File: config.mk
export PLATFORM = sky130hd
export DESIGN_NAME = btc_channel
export DESIGN_NICKNAME = d
export VERILOG_FILES = /design/src/pkg/btc_pkg.sv /design/src/design/btc_channel.sv
export VERILOG_INCLUDE_DIRS = /design/src /design/src/pkg
export SDC_FILE = /design/constraint.sdc
export NUM_CORES = 1
export LEC_CHECK = 0
export BUFFER_PORTS_ARGS = -buffer_cell sky130_fd_sc_hd__buf_2
export CAP_MARGIN = 20
export CORE_UTILIZATION = 45
export DETAILED_ROUTE_END_ITERATION = 16
export PLACE_DENSITY = 0.63
export SYNTH_ARGS = -nofsm -noshare
export SYNTH_HDL_FRONTEND = slang
export SYNTH_SLANG_ARGS = --single-unit
File: constraint.sdc
create_clock -name clk_i -period 18.3 [get_ports clk_i]
set_input_delay 0.915 -clock clk_i [delete_from_list [all_inputs] [get_ports clk_i]]
set_output_delay 0.915 -clock clk_i [all_outputs]
set_load 0.01 [all_outputs]
File: src/pkg/btc_map.svh
// register-free constants for the block-transfer channel
`ifndef BTC_MAP_SVH
`define BTC_MAP_SVH
`define BTC_W 24
`define BTC_AW 18
`define BTC_BLOCK_BIT 23
`define BTC_DIR_BIT 22
`define BTC_OVR_BIT 21
`define BTC_CHAIN_BIT 22
`define BTC_RESTART_BIT 23
`define BTC_SKIP_LSB 12
`define BTC_SKIP_W 12
`define BTC_WC_W 12
`define BTC_ST_IRQ_BIT 2
`define BTC_IRQ_NS 475
`define BTC_CLK_NS 20
`define BTC_PARAM_WORDS 2
`endif

File: src/pkg/btc_pkg.sv
// types shared by the block-transfer channel
`include "btc_map.svh"
package btc_pkg;
	typedef enum logic [2:0] {
		BTC_NOP,
		BTC_CMD_OUT,
		BTC_DATA_OUT,
		BTC_DATA_IN,
		BTC_STATUS_IN,
		BTC_ADDR_OUT,
		BTC_ADDR_IN,
		BTC_PARAM_IN
	} btc_op_t;
	typedef struct packed {
		logic valid;
		btc_op_t op;
		logic [`BTC_W-1:0] acc;
	} btc_instr_t;
	typedef struct packed {
		logic req;
		logic write;
		logic [`BTC_AW-1:0] addr;
		logic [`BTC_W-1:0] wdata;
	} btc_mem_req_t;
endpackage : btc_pkg

File: src/design/btc_channel.sv
// block-transfer io channel: instruction decode, block engine, unit handshake
`timescale 1ns/10ps
`default_nettype none
module btc_channel
	import btc_pkg::*;
#(
	parameter int IRQ_NS = `BTC_IRQ_NS,
	parameter int CLK_NS = `BTC_CLK_NS
) (
	// clock and reset
	input wire logic clk_i,
	input wire logic rst_n_i,
	// cpu instruction port
	input wire btc_instr_t instr_i,
	output logic accepted_o,
	output logic not_zero_o,
	output logic [`BTC_W-1:0] acc_o,
	// memory port
	output btc_mem_req_t mem_o,
	input wire logic mem_grant_i,
	input wire logic [`BTC_W-1:0] mem_rdata_i,
	// unit pins
	input wire logic data_avail_i,
	input wire logic unit_accepted_i,
	input wire logic connected_i,
	input wire logic disc_conn_i,
	input wire logic buffer_empty_irq_enable_i,
	input wire logic status_bit2_i,
	input wire logic irq_en_i,
	input wire logic [`BTC_W-1:0] unit_data_i,
	input wire logic [`BTC_W-1:0] unit_status_i,
	output logic [`BTC_W-1:0] unit_data_o,
	output logic data_here_o,
	output logic cmd_here_o,
	output logic accept_o,
	// interrupts and busy flag
	output logic out_irq_o,
	output logic wc_irq_o,
	output logic busy_o
);
	localparam int IRQ_CYC = (IRQ_NS / CLK_NS) < 1 ? 1 : IRQ_NS / CLK_NS;
	initial begin
		if (IRQ_NS <= 0 || CLK_NS <= 0 || IRQ_CYC > 255)
			$error("btc_channel: bad irq timing parameters");
	end

	typedef enum logic [3:0] {
		S_IDLE, S_PAR, S_OUT_RD, S_OUT_HS, S_IN_WAIT, S_IN_HS, S_IN_WR,
		S_DONE
	} btc_state_t;

	// ---------------------------------------------------------------
	// reset and pin synchronisers
	// ---------------------------------------------------------------
	logic rst_q1, rst_q2;
	logic [6:0] pin_q1, pin_q2;
	logic [2*`BTC_W-1:0] word_q1, word_q2;
	logic data_avail, unit_acc, connected, disc_conn, ecbe, st2, irq_en;

	// reset release through two flops
	always_ff @(posedge clk_i or negedge rst_n_i) begin
		if (!rst_n_i) begin
			rst_q1 <= 1'b0;
			rst_q2 <= 1'b0;
		end else begin
			rst_q1 <= 1'b1;
			rst_q2 <= rst_q1;
		end
	end

	// unit pins pass two flops
	always_ff @(posedge clk_i or negedge rst_q2) begin
		if (!rst_q2) begin
			pin_q1 <= '0;
			pin_q2 <= '0;
			word_q1 <= '0;
			word_q2 <= '0;
		end else begin
			pin_q1 <= {data_avail_i, unit_accepted_i, connected_i, disc_conn_i,
				buffer_empty_irq_enable_i, status_bit2_i, irq_en_i};
			pin_q2 <= pin_q1;
			word_q1 <= {unit_data_i, unit_status_i};
			word_q2 <= word_q1;
		end
	end
	assign {data_avail, unit_acc, connected, disc_conn, ecbe, st2, irq_en} =
		pin_q2;

	// ---------------------------------------------------------------
	// channel state
	// ---------------------------------------------------------------
	btc_state_t state;
	logic [`BTC_AW-1:0] transfer_address_reg, parameter_address_reg, par_ptr;
	logic [`BTC_WC_W-1:0] word_count_reg;
	logic [`BTC_SKIP_W-1:0] skip_counter;
	logic [`BTC_W-1:0] second_parameter_word, in_buf;
	logic [1:0] par_idx;
	logic dir_in, chain, single_busy, hs_pending, hs_cmd, in_armed, ack_armed;
	logic [7:0] irq_cnt;
	logic block_busy, blk_cmd, ovr, take_out, take_in, take_st, refused;

	assign block_busy = (state != S_IDLE);
	assign ovr = instr_i.acc[`BTC_OVR_BIT];
	assign blk_cmd = instr_i.acc[`BTC_BLOCK_BIT];

	// instruction acceptance decode
	always_comb begin
		take_out = 1'b0;
		take_in = 1'b0;
		take_st = 1'b0;
		refused = 1'b0;
		if (instr_i.valid) begin
			case (instr_i.op)
				BTC_CMD_OUT:
					take_out = !single_busy && (!block_busy || ovr);
				BTC_DATA_OUT:
					take_out = !single_busy && !block_busy;
				BTC_DATA_IN:
					take_in = !single_busy && !block_busy && !disc_conn &&
						data_avail && in_armed;
				BTC_STATUS_IN:
					take_st = !single_busy && connected;
				default: ;
			endcase
			case (instr_i.op)
				BTC_CMD_OUT, BTC_DATA_OUT: refused = !take_out;
				BTC_DATA_IN: refused = !take_in;
				BTC_STATUS_IN: refused = !take_st;
				BTC_NOP: refused = 1'b1;
				default: refused = 1'b0;
			endcase
		end
	end
	assign accepted_o = instr_i.valid && !refused;
	assign not_zero_o = instr_i.valid && refused;
	assign busy_o = block_busy || single_busy;

	// single-word output handshake to the unit
	always_ff @(posedge clk_i or negedge rst_q2) begin
		if (!rst_q2) begin
			single_busy <= 1'b0;
			hs_pending <= 1'b0;
			hs_cmd <= 1'b0;
			unit_data_o <= '0;
		end else if (take_out && !(instr_i.op == BTC_CMD_OUT && blk_cmd)) begin
			single_busy <= 1'b1;
			hs_pending <= 1'b1;
			hs_cmd <= (instr_i.op == BTC_CMD_OUT);
			unit_data_o <= instr_i.acc;
		end else if (state == S_PAR && mem_grant_i && par_idx == 2'd2) begin
			unit_data_o <= mem_rdata_i; // chained command to the unit
			hs_pending <= 1'b1;
			hs_cmd <= 1'b1;
		end else if (state == S_OUT_RD && mem_grant_i) begin
			unit_data_o <= mem_rdata_i;
			hs_pending <= 1'b1;
			hs_cmd <= 1'b0;
		end else if (hs_pending && unit_acc && ack_armed && connected &&
			!disc_conn) begin
			hs_pending <= 1'b0;
			single_busy <= 1'b0;
		end
	end

	// synced unit lines must fall before they count again
	always_ff @(posedge clk_i or negedge rst_q2) begin
		if (!rst_q2) begin
			in_armed <= 1'b1;
			ack_armed <= 1'b1;
		end else begin
			if (accept_o)
				in_armed <= 1'b0;
			else if (!data_avail)
				in_armed <= 1'b1;
			if (hs_pending && unit_acc && ack_armed && connected && !disc_conn)
				ack_armed <= 1'b0;
			else if (!unit_acc)
				ack_armed <= 1'b1;
		end
	end
	assign data_here_o = hs_pending && !hs_cmd && connected && !disc_conn;
	assign cmd_here_o = hs_pending && hs_cmd && connected && !disc_conn;

	// cpu read-back word
	always_ff @(posedge clk_i or negedge rst_q2) begin
		if (!rst_q2) begin
			acc_o <= '0;
		end else if (instr_i.valid) begin
			case (instr_i.op)
				BTC_DATA_IN: acc_o <= word_q2[2*`BTC_W-1:`BTC_W];
				BTC_STATUS_IN: acc_o <= word_q2[`BTC_W-1:0];
				BTC_ADDR_IN: acc_o <= {{(`BTC_W-`BTC_AW){1'b0}},
					transfer_address_reg};
				BTC_PARAM_IN: acc_o <= {{(`BTC_W-`BTC_AW){1'b0}},
					parameter_address_reg};
				default: acc_o <= acc_o;
			endcase
		end
	end
	assign accept_o = (take_in || state == S_IN_HS) && !disc_conn;

	// parameter address register
	always_ff @(posedge clk_i or negedge rst_q2) begin
		if (!rst_q2)
			parameter_address_reg <= '0;
		else if (instr_i.valid && instr_i.op == BTC_ADDR_OUT)
			parameter_address_reg <= instr_i.acc[`BTC_AW-1:0];
	end

	// ---------------------------------------------------------------
	// block transfer engine
	// ---------------------------------------------------------------
	always_ff @(posedge clk_i or negedge rst_q2) begin
		if (!rst_q2) begin
			state <= S_IDLE;
			par_idx <= '0;
			par_ptr <= '0;
			dir_in <= 1'b0;
			chain <= 1'b0;
			transfer_address_reg <= '0;
			word_count_reg <= '0;
			skip_counter <= '0;
			second_parameter_word <= '0;
			in_buf <= '0;
		end else begin
			case (state)
				S_IDLE: if (take_out && instr_i.op == BTC_CMD_OUT && blk_cmd) begin
					dir_in <= instr_i.acc[`BTC_DIR_BIT];
					par_ptr <= parameter_address_reg;
					par_idx <= '0;
					state <= S_PAR;
				end
				S_PAR: if (mem_grant_i) begin
					par_ptr <= par_ptr + 1'b1;
					par_idx <= par_idx + 1'b1;
					if (par_idx == 2'd0) begin
						word_count_reg <= mem_rdata_i[`BTC_WC_W-1:0];
						skip_counter <= mem_rdata_i[`BTC_SKIP_LSB +:
							`BTC_SKIP_W];
					end else if (par_idx == 2'd1) begin
						transfer_address_reg <= mem_rdata_i[`BTC_AW-1:0];
						second_parameter_word <= mem_rdata_i;
						chain <= mem_rdata_i[`BTC_CHAIN_BIT];
						if (!mem_rdata_i[`BTC_CHAIN_BIT])
							state <= dir_in ? S_IN_WAIT : S_OUT_RD;
					end else begin
						dir_in <= mem_rdata_i[`BTC_DIR_BIT];
						state <= mem_rdata_i[`BTC_DIR_BIT] ? S_IN_WAIT :
							S_OUT_RD;
					end
				end
				S_OUT_RD: if (word_count_reg == '0) begin
					state <= S_DONE;
				end else if (!hs_pending && mem_grant_i) begin
					transfer_address_reg <= transfer_address_reg + 1'b1;
					word_count_reg <= word_count_reg - 1'b1;
					state <= S_OUT_HS;
				end
				S_OUT_HS: if (!hs_pending)
					state <= S_OUT_RD;
				S_IN_WAIT: if (word_count_reg == '0) begin
					state <= S_DONE;
				end else if (data_avail && in_armed && !disc_conn) begin
					in_buf <= word_q2[2*`BTC_W-1:`BTC_W];
					state <= S_IN_HS;
				end
				S_IN_HS: if (!disc_conn) begin
					if (skip_counter != '0) begin
						skip_counter <= skip_counter - 1'b1;
						state <= S_IN_WAIT;
					end else begin
						state <= S_IN_WR;
					end
				end
				S_IN_WR: if (mem_grant_i) begin
					transfer_address_reg <= transfer_address_reg + 1'b1;
					word_count_reg <= word_count_reg - 1'b1;
					state <= S_IN_WAIT;
				end
				S_DONE: if (second_parameter_word[`BTC_RESTART_BIT]) begin
					par_ptr <= par_ptr;
					par_idx <= '0;
					state <= S_PAR;
				end else begin
					state <= S_IDLE;
				end
				default: state <= S_IDLE;
			endcase
		end
	end

	// memory request, held until grant, single outstanding
	always_comb begin
		mem_o = '0;
		case (state)
			S_PAR: begin
				mem_o.req = 1'b1;
				mem_o.addr = par_ptr;
			end
			S_OUT_RD: begin
				mem_o.req = (word_count_reg != '0) && !hs_pending;
				mem_o.addr = transfer_address_reg;
			end
			S_IN_WR: begin
				mem_o.req = 1'b1;
				mem_o.write = 1'b1;
				mem_o.addr = transfer_address_reg;
				mem_o.wdata = in_buf;
			end
			default: mem_o = '0;
		endcase
	end

	// ---------------------------------------------------------------
	// interrupts
	// ---------------------------------------------------------------
	// word-count-complete pulse after the final word
	always_ff @(posedge clk_i or negedge rst_q2) begin
		if (!rst_q2) begin
			irq_cnt <= '0;
			wc_irq_o <= 1'b0;
		end else if ((state == S_OUT_RD || state == S_IN_WAIT) &&
			word_count_reg == '0) begin
			irq_cnt <= 8'(IRQ_CYC - 1);
			wc_irq_o <= 1'b1;
		end else if (irq_cnt != '0) begin
			irq_cnt <= irq_cnt - 1'b1;
		end else begin
			wc_irq_o <= 1'b0;
		end
	end

	// output interrupt
	always_ff @(posedge clk_i or negedge rst_q2) begin
		if (!rst_q2)
			out_irq_o <= 1'b0;
		else if (!ecbe)
			out_irq_o <= irq_en && st2;
		else
			out_irq_o <= irq_en && !disc_conn && !hs_pending;
	end
endmodule : btc_channel
`default_nettype wire

* After elaboration in Yosys (flattened, before gate mapping) *
Cells that the tools add are included.

word-level totals
  flip-flop bits (word level) = 308
  latch bits = 0
  bits in writable memories = 0
  memory bits (read-only) = 0
  input bits = 110
  output and inout port bits = 100
  word-level logic and storage cells = 235
  memories kept = 0

cells by class
  add/subtract/negate cells = 6
  multiply operators = 0
  divide/modulo/power cells = 0
  order comparisons = 0
  eq/ne operators = 37
  shift-type cells = 0
  multiplexer cells = 84
  bitwise gates (word level) = 2
  reductions and logical operators = 80

operators by type and width
  operator                                                               number
  18-bit 2-to-1 mux                                                      8
  12-bit 2-to-1 mux                                                      9
  24-bit 2-to-1 mux                                                      4
  24-bit one-hot mux with 4 select lines                                 1
  18-bit one-hot mux with 2 select lines                                 2
  18-bit one-hot mux with 3 select lines                                 1
  4-bit 2-to-1 mux                                                       12
  18-bit by 1-bit adder with 18-bit output, second input constant        2
  12-bit one-hot mux with 3 select lines                                 1
  1-bit logical AND                                                      35
  4-bit one-hot mux with 8 select lines                                  1
  1-bit 2-to-1 mux                                                       31
  2-bit != test, second input constant                                   14
  12-bit one-hot mux with 2 select lines                                 1
  12-bit nonzero test                                                    2
  12-bit by 1-bit subtractor with 12-bit output, second input constant   2
  4-bit by 3-bit equality test with 1-bit output, second input constant  4
  8-bit 2-to-1 mux                                                       2
  3-bit equality test, second input constant                             4
  12-bit logical NOT                                                     1
  4-bit nonzero test                                                     3
  1-bit logical NOT                                                      10
  5-bit AND reduction                                                    2
  3-bit != test, second input constant                                   3
  29 further kinds                                                       54

* Depth between registers and ports, before layout *
  depth in word-level cells = 13
  mapped depth = 9
  depth with buffers taken out = 7

* Worst setup path after synthesis *
OpenSTA, ideal clock, no wires.

  path kind = in2out
  start = input instr_i[26] (netlist bit)
  end = output not_zero_o
  arrival = 2.089 ns
  required time = 17.385 ns
  path slack = 15.296 ns
  stages = 6
  path buffers = 2
  path through = clkbuf_1 clkbuf_1 o21ai_0 o21ai_0 o31ai_1 and2_1

between the ends
  word-level cells in the longest chain between the ends = 7
  elaborated cells on any way between the ends = 18
  those cells by class = eq/ne (4); mux (8); reduce/logical (6)

ends and longest elaborated chain
  what                                                                              RTL line                                                    text
  start: declaration                                                                btc_channel.sv:14                                           input wire btc_instr_t instr_i,
  3-bit by 2-bit equality test with 1-bit output (tied with other cells)            btc_channel.sv:113, btc_channel.sv:125
  1-bit one-hot mux with 2 select lines / 1-bit 2-to-1 mux (equally long branches)  btc_channel.sv:113                                          case (instr_i.op)
  1-bit 2-to-1 mux                                                                  btc_channel.sv:112                                          if (instr_i.valid) begin
  1-bit logical NOT, on equally long branches                                       btc_channel.sv:126, btc_channel.sv:127, btc_channel.sv:128
  1-bit one-hot mux with 4 select lines (*)                                         btc_channel.sv:125                                          case (instr_i.op)
  1-bit 2-to-1 mux (*)                                                              btc_channel.sv:112
  1-bit logical AND (*)                                                             btc_channel.sv:135                                          assign not_zero_o = instr_i.valid && refused;
  end: declaration                                                                  btc_channel.sv:16                                           output logic not_zero_o,

Every way passes the cells marked *; elsewhere a longest branch is shown, timed or not. The select of a mux whose other input is x is not followed.

==> summary.txt <==
Outcome
  – Result of the run: complete, no violations

Worst setup path
  – Kind of launch point of the worst setup path: register
  – Worst reg2reg path startpoint: state[0]
  – Worst flop-to-flop path endpoint: skip_counter[1]
  – Type of the worst setup path: register to output pin
  – Highest-delay cell along the critical path: and2b_2
  – Highest fanout seen on the critical path: 47
  – Critical Path Sink Type: output pin
  – Worst EP required: 17390 ps
  – Data arrival at the endpoint of the critical path: 3170 ps
  – Chain of cells forming the critical path: and2b_2 > buf_4 > nand2_1 > o21ai_0 > buf_2
  – Register-to-register path setup slack: 14860 ps
  – Length in cells of the worst reg-to-reg path: 6
  – Largest stage delay on the critical path: 760 ps

Yosys
  – Number of distinct library cells after synthesis: 76
  – Top cell type by total area after synthesis: dfrtp_1
  – Post-Syn Instances: 1181
  – Synth async-reset ratio: 100%
  – Cell types occupying the most area after synthesis: dfrtp_1 (56%), mux2i_1 (5.2%), nand2_1 (4.1%), o21ai_0 (4.0%), a21oi_1 (3.7%)
  – Combined area of all synthesized cells: 12500 um^2
  – Most frequent cell after synthesis: dfrtp_1
  – Most instantiated flip-flop cell in the synthesis netlist: dfrtp_1
  – Warning count from the yosys run: 0
  – Top cell types by occurrence after synthesis: dfrtp_1 (282), nand2_1 (135), o21ai_0 (100)
  – Total of flip-flops plus latches after synthesis: 284
  – Number of synthesized flops with an enable pin: 0
  – Fraction of synthesized cell area taken by the top area cell type: 56.4%
  – Avg Synthesized Cell Area: 10.6 um^2
  – Part of the Yosys area used for sequential elements: 56.9%
  – Post-synth net total: 1300

CTS
  – # Post-CTS Setup Buffers: 0
  – Worst-case clock buffer depth: 3
  – TritonCTS clock tree: yes
  – Number of hold-repair buffers added at the cts stage: 0
  – CTS clk-pin slew, worst paths: 60 ps
  – Clock insertion delay at the later pin of the skew report: 570 ps
  – Root buffer cell: clkbuf_16
  – Clock H-tree levels: 1
  – Post-CTS resize count: 0
  – Inserted Clock Buffers: 30
  – CTS sink count: 284

Routing
  – Number of design rule violations left after detail routing: 0
  – Number of routed nets with antenna violations: 0
  – Per-cell routed wire length: 18.7 um
  – 1st-pass router iterations: 5
  – Via count: 9720
  – Iteration-0 DRC count of the detailed router: 858
  – Post-DR vias/cell: 5.52
  – Aggregate routed wire length: 33000 um

Die
  – I/O pin total: 210
  – Width of the die: 169 um
  – Die area: 28500 um^2
  – Placement Rows: 60
  – Area inside the core boundary: 27100 um^2
  – Die Y: 169 um
  – Initial core utilization: 46.1%

Timing
  – Final min period: 4090 ps
  – Number of setup violations in the final report: 0
  – Worst setup skew after layout: 21.4 ps
  – Max Transition Viols Final: 0
  – Sum Neg Setup Slack: 0 ps
  – Unrepaired setup endpoints after global routing: no
  – Final hold violation count: 0
  – Post-Route Hold Slack: 123 ps
  – Highest clock frequency the design can meet: 245 MHz
  – Final critical-path share of the clock period: 22.3%
  – Slew Limit Headroom: 26.6%
  – Transition at the pin with the smallest max-transition slack: 1100 ps

Global route
  – Overall fraction of global-route tracks in use: 23.4%
  – Wire length of the first global-routing pass: 52000 um
  – Via count of the first global-routing pass: 9268
  – Pin count of the biggest net entering global routing: 81
  – Antenna violations before repair: 4
  – Total gr overflow: 0

Pwr
  – Register share of total power: 41.4%
  – Portion of total power attributed to combinational logic: 31.5%
  – Switching power: 857 uW
  – Power per cell area: 157 nW/um^2
  – Worst supply voltage drop on vdd: 0.0939 mV
  – Net Sw Frac: 36.5%
  – Power after layout: 2.35 mW
  – Power Internal: 1.49 mW
  – Clock network power share: 27.1%
  – Leakage component of the power: 6.91 nW

Cells and area
  – Area growth syn-to-layout: 19.4%
  – Post-route non-filler standard cell count: 1762
  – Top flop regs: word_q1 (48), word_q2 (48)
  – Share of post-route cells with drive strength above 1: 24.4%
  – Layout net count: 1484
  – Finished Cell Area: 14900 um^2

Placed design
  – Count of input and output buffers: 209
  – Final weighted congestion in routability-driven placement: 0.885
  – Placed cell count: 1704
  – Post-DP HPWL: 23300 um
  – Placed Instance Area: 13800 um^2

Hold path
  – Worst hold path type: input pin to async pin

Job
  – Max-cap violations: 0
per-stage QoR:
step / utilization, % / worst slack, ps
after detailed placement: 51.1 / 14570
after global placement: 51.1 / 14640
after global routing: 55.1 / 14010
after CTS: 55.0 / 14210
after floorplan: - / 9800
final: 55.1 / 14210
worst max path at each step:
stage                            from  slack [ps]          to  cells after the start
after CTS                    state[1]       14210   mem_o[34]                      5
final                        state[1]       14210   mem_o[34]                      5
after detailed placement  instr_i[25]       14570  not_zero_o                      7
after global routing         state[1]       14010   mem_o[34]                      5
after floorplan                rst_q2        9800    acc_o[0]                      0
after global placement    instr_i[25]       14640  not_zero_o                      7
cells by family (layout without fill, tap and decap cells):
kind of cell               Yosys count  count (layout)  share of synthesized area [%]
xor gates and xnor gates             5               5                          0.350
DFF                                284             284                           56.9
other                                1               2                         0.0300
AOI/OAI and AO/OA                  316             316                           15.1
adders and majority gates            9               9                          0.901
and+or+nand+nor                    365             365                           14.6
muxes                              108             108                           9.08
buffers and inverters               93             301                           3.07
cell usage in the layout (no fill, tap or decap), drive strengths merged, types with 11 or more instances in the layout:
| cell type | instances |
|---|---|
| o21ai | 118 |
| a22oi | 13 |
| o22ai | 18 |
| nor4 | 11 |
| nand2 | 135 |
| nor3 | 16 |
| and3 | 30 |
| mux2 | 43 |
| buf | 223 |
| nor2 | 75 |
| dfrtp | 282 |
| a31oi | 13 |
| nand3 | 28 |
| a21oi | 96 |
| clkbuf | 43 |
| nand4 | 11 |
| inv | 22 |
| mux2i | 65 |
critical path: cells and delay by family, from the launching register on:
family,cells,cell delay [ps]
buffers and inverters,2,750
AOI/OAI and AO/OA,1,160
DFF,1,750
and+or+nand+nor,2,880
layout make-up:
class                   instances  area (um^2)
inverters                      22         82.6
clock buffers                  43          860
multi-input cells             804         5040
diodes                          1         2.50
well taps                     372          465
repair buffers                223         1170
clock inverters                13          193
flip-flops and latches        284         7110
fillers                      2372        12200
layer usage:
layer / global-route usage (%) / part of all wire, % / up-vias
met3: 5.54 / 7.5 / 72
met4: 6.96 / 2.8 / 6
li1: - / - / 4601
met1: 33.1 / 45 / 4694
met5: 0 / 0.11 / -
met2: 35.7 / 44 / 347
power groups by stage:
stage | combinational [mW] | clock, mW | sequential (mW)
detailed placement | 0.740 | 0 | 0.975
global placement | 0.721 | 0 | 0.971
CTS | 0.741 | 0.650 | 0.967
global route | 0.826 | 0.672 | 0.993
floorplan | 0.520 | 0 | 0.937
finish | 0.739 | 0.636 | 0.971
No activity file was read; power rests on OpenSTA's default activity.
